[config.mk]
export PLATFORM = sky130hd
export DESIGN_NAME = atms_sequencer
export DESIGN_NICKNAME = d
export VERILOG_FILES = /design/src/rtl/atms_pkg.sv /design/src/rtl/atms_key_cond.sv /design/src/rtl/atms_sequencer.sv /design/src/rtl/atms_tick.sv
export SDC_FILE = /design/constraint.sdc
export NUM_CORES = 1
export LEC_CHECK = 0
export BUFFER_PORTS_ARGS = -buffer_cell sky130_fd_sc_hd__buf_4
export CORE_UTILIZATION = 40
export DETAILED_ROUTE_END_ITERATION = 16
export PLACE_DENSITY = 0.58
export SLEW_MARGIN = 20
export SYNTH_ARGS = -nofsm -noshare
export SYNTH_HDL_FRONTEND = slang
export SYNTH_SLANG_ARGS = --single-unit
[constraint.sdc]
create_clock -name clk -period 4.9 [get_ports clk]
set_clock_uncertainty 0.15 [all_clocks]
set_input_delay 0.735 -clock clk [delete_from_list [all_inputs] [get_ports clk]]
set_output_delay 0.735 -clock clk [all_outputs]
set_load 0.05 [all_outputs]
[src/rtl/atms_pkg.sv]
// shared constants and types for the tuning and hand-control sequencer
package atms_pkg;
    localparam int unsigned CLK_HZ = 40_000_000;
    localparam int unsigned HOLD_TIME_S = 3;
    localparam int unsigned HOLD_CYC = CLK_HZ * HOLD_TIME_S;
    localparam int unsigned TICK_TIME_S = 1;
    localparam int unsigned TICK_CYC = CLK_HZ * TICK_TIME_S;
    localparam int unsigned CNT_W = 27;

    localparam logic [15:0] PB_LIMIT = 16'h2328;
    localparam logic [15:0] TI_LIMIT = 16'h03e8;
    localparam logic [15:0] MV_MAX = 16'h03e8;
    localparam logic [15:0] MV_STEP = 16'h0001;
    localparam logic [15:0] PB_RST = 16'h00b4;
    localparam logic [15:0] TI_RST = 16'h0064;

    localparam logic [7:0] REG_PB_A = 8'h00;
    localparam logic [7:0] REG_TI_A = 8'h04;
    localparam logic [7:0] REG_PB_B = 8'h08;
    localparam logic [7:0] REG_TI_B = 8'h0c;
    localparam logic [7:0] REG_CFG = 8'h10;
    localparam logic [7:0] REG_FAIL = 8'h14;
    localparam logic [7:0] REG_STAT = 8'h18;
    localparam logic [7:0] REG_MV = 8'h1c;

    localparam int unsigned CFG_W = 5;
    localparam int unsigned CFG_COOL = 0;
    localparam int unsigned CFG_RAMP = 1;
    localparam int unsigned CFG_PUMP = 3;
    localparam int unsigned CFG_HOLD = 4;

    localparam logic [1:0] RESP_OKAY = 2'h0;
    localparam logic [1:0] RESP_SLVERR = 2'h2;

    typedef enum logic [5:0] {
        ST_IDLE = 6'h01,
        ST_WARM = 6'h02,
        ST_WAIT = 6'h04,
        ST_LEARN = 6'h08,
        ST_MANUAL = 6'h10,
        ST_SPARE = 6'h20
    } atms_state_t;

    typedef struct packed {
        logic level;
        logic press;
        logic hold;
    } atms_key_t;

    typedef struct packed {
        logic awvalid;
        logic [7:0] awaddr;
        logic wvalid;
        logic [31:0] wdata;
        logic [3:0] wstrb;
        logic bready;
        logic arvalid;
        logic [7:0] araddr;
        logic rready;
    } atms_axi_req_t;

    typedef struct packed {
        logic awready;
        logic wready;
        logic bvalid;
        logic [1:0] bresp;
        logic arready;
        logic rvalid;
        logic [31:0] rdata;
        logic [1:0] rresp;
    } atms_axi_rsp_t;
endpackage : atms_pkg

[src/rtl/atms_key_cond.sv]
// key pin synchroniser with press pulse and long-hold pulse
`timescale 1ns/10ps
module atms_key_cond #(
    parameter int unsigned HOLD_CYC = atms_pkg::HOLD_CYC
) (
    input wire logic clk,
    input wire logic rst,
    input wire logic keyPin,
    output atms_pkg::atms_key_t key
);
    import atms_pkg::*;

    typedef struct packed {
        logic [2:0] sync;
        logic stable;
        logic [CNT_W-1:0] cnt;
        logic fired;
        atms_key_t key;
    } atms_kc_t;

    localparam logic [CNT_W-1:0] LAST = CNT_W'(HOLD_CYC - 1);
    atms_kc_t s_q;
    atms_kc_t s_d;

    always_comb
    begin
        s_d = s_q;
        s_d.sync = {s_q.sync[1:0], keyPin};
        if (s_q.sync[1] == s_q.sync[2])
            s_d.stable = s_q.sync[2];
        s_d.key.level = s_d.stable;
        s_d.key.press = s_d.stable && !s_q.stable;
        s_d.key.hold = 1'b0;
        if (!s_d.stable)
        begin
            s_d.cnt = '0;
            s_d.fired = 1'b0;
        end
        else if (s_q.cnt != LAST)
            s_d.cnt = s_q.cnt + CNT_W'(1);
        else if (!s_q.fired)
        begin
            s_d.key.hold = 1'b1;
            s_d.fired = 1'b1;
        end
    end

    always_ff @(posedge clk)
        if (rst)
            s_q <= '0;
        else
            s_q <= s_d;

    assign key = s_q.key;
endmodule : atms_key_cond

[src/rtl/atms_sequencer.sv]
// auto-tune and hand-control sequencer with register slave
//
// Local design decisions: the register addresses and the AXI4-Lite register port.
`timescale 1ns/10ps
module atms_sequencer #(
    parameter int unsigned HOLD_CYC = atms_pkg::HOLD_CYC,
    parameter int unsigned TICK_CYC = atms_pkg::TICK_CYC
) (
    input wire logic clk,
    input wire logic rst,
    input wire atms_pkg::atms_axi_req_t axiReq,
    output atms_pkg::atms_axi_rsp_t axiRsp,
    input wire logic selKeyPin,
    input wire logic upKeyPin,
    input wire logic downKeyPin,
    input wire logic tuneMenuShown,
    input wire logic handMenuShown,
    input wire logic eventSetB,
    input wire logic nearSetpoint,
    input wire logic atSetpoint,
    input wire logic setpointChanged,
    input wire logic failMode,
    input wire logic onOffCycleDone,
    input wire logic unstable,
    input wire logic [15:0] newPb,
    input wire logic [15:0] newTi,
    input wire logic [15:0] newTd,
    input wire logic [15:0] avgHeatMv,
    input wire logic [15:0] avgCoolMv,
    output logic upperFlash,
    output logic lowerShowsCool,
    output logic tuneErrorFlag,
    output logic pidEnable,
    output logic onOffEnable,
    output logic openLoop,
    output logic manualFromFail,
    output logic [2:0] funcDisable,
    output logic [15:0] heatManipulatedValue,
    output logic [15:0] coolManipulatedValue,
    output logic coolDriveEn,
    output logic pidAdjust,
    output logic nvWrite,
    output logic nvSetB,
    output logic [15:0] nvPb,
    output logic [15:0] nvTi,
    output logic [15:0] nvTd
);
    import atms_pkg::*;

    typedef struct packed {
        atms_state_t st;
        logic err;
        logic prevFail;
        logic showCool;
        logic [1:0] cyc;
        logic [16:0] waitCnt;
        logic [15:0] pbA;
        logic [15:0] tiA;
        logic [15:0] pbB;
        logic [15:0] tiB;
        logic [15:0] failVal;
        logic [15:0] heatMv;
        logic [15:0] coolMv;
        logic [CFG_W-1:0] cfg;
        logic flash;
        logic man;
        logic pidOn;
        logic onOff;
        logic coolEn;
        logic adj;
        logic nvWr;
        logic nvB;
        logic [2:0] fOff;
        logic [15:0] nPb;
        logic [15:0] nTi;
        logic [15:0] nTd;
        logic awHave;
        logic wHave;
        logic [7:0] awAddr;
        logic [31:0] wData;
        logic [3:0] wStrb;
        logic awRdy;
        logic wRdy;
        logic bValid;
        logic [1:0] bResp;
        logic arRdy;
        logic rValid;
        logic [1:0] rResp;
        logic [31:0] rData;
    } atms_seq_t;

    atms_seq_t s_q;
    atms_seq_t s_d;
    atms_key_t selKey;
    atms_key_t upKey;
    atms_key_t downKey;
    logic secTick;
    logic [15:0] actPb;
    logic [15:0] actTi;
    logic [16:0] twoTi;
    logic okPb;
    logic okStart;
    logic tuning;
    logic anyPress;
    logic exitCombo;
    logic tooBig;
    logic errSet;

    function automatic logic [15:0] wmerge(
        input logic [15:0] old,
        input logic [31:0] d,
        input logic [3:0] be
    );
        wmerge = {be[1] ? d[15:8] : old[15:8], be[0] ? d[7:0] : old[7:0]};
    endfunction : wmerge

    function automatic logic [15:0] stepMv(
        input logic [15:0] v,
        input logic up
    );
        if (up)
            stepMv = (v >= MV_MAX) ? MV_MAX : v + MV_STEP;
        else
            stepMv = (v == 16'h0000) ? 16'h0000 : v - MV_STEP;
    endfunction : stepMv

    atms_key_cond #(.HOLD_CYC(HOLD_CYC)) selCond (
        .clk(clk),
        .rst(rst),
        .keyPin(selKeyPin),
        .key(selKey)
    );
    atms_key_cond #(.HOLD_CYC(HOLD_CYC)) upCond (
        .clk(clk),
        .rst(rst),
        .keyPin(upKeyPin),
        .key(upKey)
    );
    atms_key_cond #(.HOLD_CYC(HOLD_CYC)) downCond (
        .clk(clk),
        .rst(rst),
        .keyPin(downKeyPin),
        .key(downKey)
    );
    atms_tick #(.TICK_CYC(TICK_CYC)) secTimer (
        .clk(clk),
        .rst(rst),
        .tick(secTick)
    );

    // event input picks the active parameter set
    assign actPb = eventSetB ? s_q.pbB : s_q.pbA;
    assign actTi = eventSetB ? s_q.tiB : s_q.tiA;
    assign twoTi = {actTi, 1'b0};
    assign okPb = actPb != 16'h0000;
    assign okStart = okPb && actTi != 16'h0000;
    assign tuning = s_q.st == ST_WARM || s_q.st == ST_WAIT
        || s_q.st == ST_LEARN;
    assign anyPress = selKey.press || upKey.press || downKey.press;
    assign exitCombo = upKey.level && downKey.level;
    assign tooBig = newPb > PB_LIMIT || newTi > TI_LIMIT;
    assign errSet = (tuning && setpointChanged) || (s_q.st == ST_LEARN
        && onOffCycleDone && s_q.cyc != 2'h0 && tooBig);

    always_comb
    begin
        s_d = s_q;
        s_d.nvWr = 1'b0;
        // write channels, taken in either order
        if (axiReq.awvalid && s_q.awRdy)
        begin
            s_d.awHave = 1'b1;
            s_d.awAddr = axiReq.awaddr;
        end
        if (axiReq.wvalid && s_q.wRdy)
        begin
            s_d.wHave = 1'b1;
            s_d.wData = axiReq.wdata;
            s_d.wStrb = axiReq.wstrb;
        end
        if (s_q.bValid && axiReq.bready)
            s_d.bValid = 1'b0;
        if (s_q.awHave && s_q.wHave && !s_q.bValid)
        begin
            s_d.awHave = 1'b0;
            s_d.wHave = 1'b0;
            s_d.bValid = 1'b1;
            s_d.bResp = RESP_OKAY;
            unique case (s_q.awAddr)
                REG_PB_A: s_d.pbA = wmerge(s_q.pbA, s_q.wData, s_q.wStrb);
                REG_TI_A: s_d.tiA = wmerge(s_q.tiA, s_q.wData, s_q.wStrb);
                REG_PB_B: s_d.pbB = wmerge(s_q.pbB, s_q.wData, s_q.wStrb);
                REG_TI_B: s_d.tiB = wmerge(s_q.tiB, s_q.wData, s_q.wStrb);
                REG_FAIL:
                    s_d.failVal = wmerge(s_q.failVal, s_q.wData, s_q.wStrb);
                REG_CFG:
                    if (s_q.wStrb[0])
                        s_d.cfg = s_q.wData[CFG_W-1:0];
                REG_STAT, REG_MV: ;
                default: s_d.bResp = RESP_SLVERR;
            endcase
        end
        s_d.awRdy = !s_d.awHave && !s_d.bValid;
        s_d.wRdy = !s_d.wHave && !s_d.bValid;
        // read channel
        if (s_q.rValid && axiReq.rready)
            s_d.rValid = 1'b0;
        if (axiReq.arvalid && s_q.arRdy)
        begin
            s_d.rValid = 1'b1;
            s_d.rResp = RESP_OKAY;
            unique case (axiReq.araddr)
                REG_PB_A: s_d.rData = 32'(s_q.pbA);
                REG_TI_A: s_d.rData = 32'(s_q.tiA);
                REG_PB_B: s_d.rData = 32'(s_q.pbB);
                REG_TI_B: s_d.rData = 32'(s_q.tiB);
                REG_CFG: s_d.rData = 32'(s_q.cfg);
                REG_FAIL: s_d.rData = 32'(s_q.failVal);
                REG_STAT: s_d.rData = 32'({s_q.cyc, s_q.prevFail,
                    s_q.showCool, s_q.err, s_q.st});
                REG_MV: s_d.rData = {s_q.coolMv, s_q.heatMv};
                default:
                begin
                    s_d.rData = 32'h0000_0000;
                    s_d.rResp = RESP_SLVERR;
                end
            endcase
        end
        s_d.arRdy = !s_d.rValid;

        // key press clears, a new error in the same cycle wins
        if (anyPress)
            s_d.err = 1'b0;
        if (tuning && setpointChanged)
        begin
            s_d.err = 1'b1;
            s_d.st = ST_IDLE;
        end
        else
        begin
            unique case (s_q.st)
                ST_IDLE:
                    if (tuneMenuShown && selKey.hold && okStart)
                    begin
                        s_d.st = nearSetpoint ? ST_WAIT : ST_WARM;
                        s_d.waitCnt = twoTi;
                    end
                    else if (handMenuShown && selKey.hold && okPb)
                    begin
                        s_d.st = ST_MANUAL;
                        s_d.prevFail = failMode;
                        s_d.showCool = 1'b0;
                        s_d.heatMv = s_q.cfg[CFG_HOLD] ? avgHeatMv : s_q.failVal;
                        s_d.coolMv = s_q.cfg[CFG_HOLD] ? avgCoolMv : s_q.failVal;
                    end
                ST_WARM:
                    if (atSetpoint)
                    begin
                        s_d.st = ST_WAIT;
                        s_d.waitCnt = twoTi;
                    end
                ST_WAIT:
                    if (secTick)
                    begin
                        if (s_q.waitCnt <= 17'h0_0001)
                        begin
                            s_d.st = ST_LEARN;
                            s_d.cyc = 2'h0;
                        end
                        else
                            s_d.waitCnt = s_q.waitCnt - 17'h0_0001;
                    end
                ST_LEARN:
                    if (onOffCycleDone)
                    begin
                        if (s_q.cyc == 2'h0)
                            s_d.cyc = 2'h1;
                        else if (tooBig)
                        begin
                            s_d.err = 1'b1;
                            s_d.st = ST_IDLE;
                        end
                        else
                        begin
                            s_d.st = ST_IDLE;
                            s_d.nvWr = 1'b1;
                            s_d.nvB = eventSetB;
                            s_d.nPb = newPb;
                            s_d.nTi = newTi;
                            s_d.nTd = newTd;
                            if (eventSetB)
                            begin
                                s_d.pbB = newPb;
                                s_d.tiB = newTi;
                            end
                            else
                            begin
                                s_d.pbA = newPb;
                                s_d.tiA = newTi;
                            end
                        end
                    end
                ST_MANUAL:
                    if (exitCombo)
                        s_d.st = ST_IDLE;
                    else if (selKey.press)
                        s_d.showCool = !s_q.showCool;
                    else if (upKey.press || downKey.press)
                    begin
                        if (s_q.showCool)
                            s_d.coolMv = stepMv(s_q.coolMv, upKey.press);
                        else
                            s_d.heatMv = stepMv(s_q.heatMv, upKey.press);
                    end
                default: s_d.st = ST_IDLE;
            endcase
        end
        s_d.adj = unstable && (s_q.st == ST_WARM || s_q.st == ST_WAIT);
        s_d.flash = s_d.st != ST_IDLE;
        s_d.man = s_d.st == ST_MANUAL;
        s_d.onOff = s_d.st == ST_LEARN;
        s_d.pidOn = !s_d.onOff && !s_d.man;
        s_d.fOff = (s_d.flash && !s_d.man) ? s_q.cfg[CFG_PUMP:CFG_RAMP]
            : 3'h0;
        s_d.coolEn = s_d.man && s_d.cfg[CFG_COOL];
    end

    always_ff @(posedge clk)
        if (rst)
        begin
            s_q <= '0;
            s_q.st <= ST_IDLE;
            s_q.pbA <= PB_RST;
            s_q.tiA <= TI_RST;
            s_q.pbB <= PB_RST;
            s_q.tiB <= TI_RST;
            s_q.pidOn <= 1'b1;
        end
        else
            s_q <= s_d;

    assign axiRsp.awready = s_q.awRdy;
    assign axiRsp.wready = s_q.wRdy;
    assign axiRsp.bvalid = s_q.bValid;
    assign axiRsp.bresp = s_q.bResp;
    assign axiRsp.arready = s_q.arRdy;
    assign axiRsp.rvalid = s_q.rValid;
    assign axiRsp.rdata = s_q.rData;
    assign axiRsp.rresp = s_q.rResp;
    assign upperFlash = s_q.flash;
    assign lowerShowsCool = s_q.showCool;
    assign tuneErrorFlag = s_q.err;
    assign pidEnable = s_q.pidOn;
    assign onOffEnable = s_q.onOff;
    assign openLoop = s_q.man;
    assign manualFromFail = s_q.prevFail;
    assign funcDisable = s_q.fOff;
    assign heatManipulatedValue = s_q.heatMv;
    assign coolManipulatedValue = s_q.coolMv;
    assign coolDriveEn = s_q.coolEn;
    assign pidAdjust = s_q.adj;
    assign nvWrite = s_q.nvWr;
    assign nvSetB = s_q.nvB;
    assign nvPb = s_q.nPb;
    assign nvTi = s_q.nTi;
    assign nvTd = s_q.nTd;
endmodule : atms_sequencer

[src/rtl/atms_tick.sv]
// one-second timebase pulse
`timescale 1ns/10ps
module atms_tick #(
    parameter int unsigned TICK_CYC = atms_pkg::TICK_CYC
) (
    input wire logic clk,
    input wire logic rst,
    output logic tick
);
    import atms_pkg::*;

    typedef struct packed {
        logic [CNT_W-1:0] cnt;
        logic tick;
    } atms_tk_t;

    localparam logic [CNT_W-1:0] LAST = CNT_W'(TICK_CYC - 1);
    atms_tk_t s_q;
    atms_tk_t s_d;

    always_comb
    begin
        s_d.tick = s_q.cnt == LAST;
        s_d.cnt = s_d.tick ? '0 : s_q.cnt + CNT_W'(1);
    end

    always_ff @(posedge clk)
        if (rst)
            s_q <= '0;
        else
            s_q <= s_d;

    assign tick = s_q.tick;
endmodule : atms_tick

==> summary.md <==
| Metric | Value |
|---|---|
| Nets | `2389` |
| GRT Overall Usage | `24.7%` |
| CTS Hold Bufs | `0` |
| RSZ-0062 raised after global routing | `no` |
| MaxCap Viol Count | `0` |
| Clk buf depth | `3` |
| Critical Path Stages | `7` |
| GRT overflow | `0` |
| Vias in the first global route | `14600` |
| Final setup violation count | `0` |
| Num ports | `286` |
| Largest family of logic cells by synthesized area | `simple AND/OR/NAND/NOR gates` |
| PortBufs | `265` |
| Worst min-delay path class | `in -> reg` |
| Required @ worst endpoint | `5.25 ns` |
| Drc violations | `0` |
| Postcts setup bufs | `0` |
| Slew headroom | `27.6%` |
| Post-DR vias/cell | `5.63` |
| Synth area leaders | `dfxtp_1, a21oi_1, nand2_1, buf_4, nor2_1` |
| Final Hold Viols | `0` |
| Crit path cell chain | `nor4_4 > nand4_1 > nor4_4 > buf_4 > nor2b_1 > a211oi_1 > o21bai_1` |
| Min Hold Slack | `0.244 ns` |
| Minimum clock period | `3.18 ns` |
| Die Width | `209 µm` |
| Vias | `15700` |
| Routed WL | `55.9 mm` |
| Cell family with most CP delay | `simple AND/OR/NAND/NOR gates` |
| Hold Path Stages | `2` |
| Initial antenna violation count | `0` |
| Total power | `6.33 mW` |
| Cells after Synth | `2151` |
| Post-synth ARST share | `0%` |
| Crit-path most repeated cell | `nor4_4` |
| Antenna Cells | `0` |
| Post-Syn Area per Cell | `7.98 µm²` |
| Post-Synth XOR/XNOR Area | `3.01%` |
| Post-route ant nets | `0` |
| H-tree Lvls | `2` |
| Worst-path fanout max | `42` |
| Commonest cells in the netlist | `dfxtp_1, nand2_1, nor2_1` |
| Post-synthesis compound-gate area fraction | `19.4%` |
| Slew at the pin closest to its max-slew limit | `1.08 ns` |
| Setup TNS | `0 ns` |
| Setup slack after layout | `1.72 ns` |
| Fillers | `4172` |
| TritonCTS clock tree | `yes` |
| Sequential area share after synthesis | `39.9%` |
| Clock sink count | `342` |
| Comb power frac | `4.7%` |
| Syn. warnings | `0` |
| Max Fclk | `314 MHz` |
| CP bufs+invs | `1` |
| Crit path arrival time | `3.53 ns` |
| Reg2reg path depth | `7` |
| Pins Over Slew Limit | `0` |
| DR iter-0 viols | `1372` |
| Status | `finished, final reports clean` |
| Clock share of power | `50.5%` |
| Sw Ratio | `23.2%` |
| Crit-path max cell delay | `0.56 ns` |
| Initial core utilization | `40.7%` |
| Layout cells sized above 1 | `17.5%` |
| DP HPWL | `40.4 mm` |
| Slowest cell on the critical path | `nor2b_1` |
| Post-synth top area cell | `dfxtp_1` |
| Die area | `43700 µm²` |
| #FFs+latches synth | `342` |
| Clk_lat worst skew | `0.58 ns` |
| Power Density | `317 nW/µm²` |
| Register share of total power | `44.8%` |
| Sw power | `1.47 mW` |
| Int Pwr | `4.87 mW` |
| Drt wl/cell | `20.0 µm` |
| Crit end category | `flip-flop` |
| CTS Buf Count | `41` |
| Leakage | `7.36 nW` |
| Post-Synth Simple-Gate Area | `23.4%` |
| Most frequent cell after synthesis | `dfxtp_1` |
| CTS clk-pin slew, worst paths | `0.06 ns` |
| First-pass GRT wire length | `85.2 mm` |
| CP Launch Type | `flip-flop` |
| Chip Height | `209 µm` |
| Pre-antenna DRT Iters | `6` |
| Place WS | `1.38 ns` |
| Netlist cell types | `84` |
| Post_cts resized | `0` |
| Number of synthesized flops with an enable pin | `0` |
| Largest net degree at the start of global routing | `112` |
| Synth-to-Final Area Change | `16.4%` |
| Post-Syn Area | `17200 µm²` |
| # rows | `75` |
| Top_reg_cell synth | `dfxtp_1` |
| Core Area | `42100 µm²` |
| Final Cycle Share | `64.9%` |
| Adder-Cell Fraction of Synth Area | `0.729%` |
| Setup CP Type | `reg -> reg` |
| Synth top area share | `39.9%` |
| Clk root buf | `clkbuf_16` |
| VDD IR max | `243 µV` |
| Gpl congestion | `0.947` |
| Mux share of post-synthesis cell area | `4.17%` |
registers in the layout, summed over array words and instances, names as in the netlist, 3 cells and up:
register,cells
axiRsp,39
s_q,137
funcDisable,3
heatManipulatedValue,16
nvPb,16
selCond.s_q,30
coolManipulatedValue,16
secTimer.s_q,27
nvTd,16
nvTi,16
logic make-up after synthesis:
family,after synthesis
buffers and inverters,290
multiplexers,71
AO/OA/AOI/OAI,533
other,1
AND/OR/NAND/NOR,845
adder cells (fa/ha/maj),10
XOR/XNOR,59
flip-flops,342
stage by stage:
step / std cells / cell area, µm² / util [%]
6_report: 2797 / 20000 / 47.4
2_1_floorplan: 2153 / 17200 / -
4_1_cts: 2797 / 20000 / 47.4
5_1_grt: 2797 / 20000 / 47.4
3_3_place_gp: 2724 / 18600 / 44.0
3_5_place_dp: 2724 / 18600 / 44.0
placed cells by master, fill, tap and decap left out, types with 6 or more instances in the layout:
master     synthesis  routed
o21bai_1          16      16
nand3_1           62      62
nor2_1           233     232
a22oi_1           39      39
and2_1            20      20
o211ai_1           7       7
nand4_1           27      27
a21oi_1          228     228
xor2_1            45      45
and3_1            15      15
xnor2_1           14      14
dfxtp_1          342     342
clkbuf_8           0      10
clkbuf_16          0      41
a221oi_1           9       9
nand2b_1          15      15
a211o_1           14      14
clkinv_2           0       7
nor2b_1           42      42
or2_2              8       8
inv_1             33      33
buf_4            126     287
or3_1             16      16
and4_1             6       6
a311oi_1           8       8
nor3_1            48      48
o21ai_0           58      58
a31oi_1           29      29
nand2_1          284     284
a21o_1             7       7
a211oi_1          49      49
nor4_1            27      27
o21ai_1           16      16
mux2i_1           67      67
ha_1              10      10
routing by layer:
metal / global-route usage (%) / up-vias / routed length [µm]
met4: 11.0 / 0 / 2210
met3: 4.24 / 128 / 3670
met1: 33.4 / 7481 / 24800
met2: 38.5 / 531 / 25300
li1: - / 7608 / -
met5: 0 / - / 0
final cells by class:
cell class	count	area (µm²)	share of cell area, %
multi-input cells	1521	8720	43.6
flip-flops and latches	342	6850	34.3
repair buffers	289	2190	11.0
clock buffers	53	1160	5.81
well taps	539	674	3.38
clock inverters	20	265	1.33
inverters	33	124	0.620
power by group through the flow:
stage | Sequential, mW | Combinational [mW] | Clock (mW)
3_5_place_dp | 2.90 | 0.296 | 0
3_3_place_gp | 2.90 | 0.293 | 0
2_1_floorplan | 2.88 | 0.153 | 0
5_1_grt | 2.84 | 0.320 | 3.39
4_1_cts | 2.84 | 0.296 | 3.28
6_report | 2.84 | 0.296 | 3.20
final timing paths:
| kind | end | from | slack [ns] |
|---|---|---|---|
| worst min register to register | selCond.key[0] | selCond.s_q[3] | 0.27 |
| worst max-delay path | s_q[233] | s_q[285] | 1.72 |
| worst min-delay path | selCond.s_d[33] | selKeyPin | 0.24 |
| worst max register to register | s_q[233] | s_q[285] | 1.72 |
(Power assumes the default switching activity.)
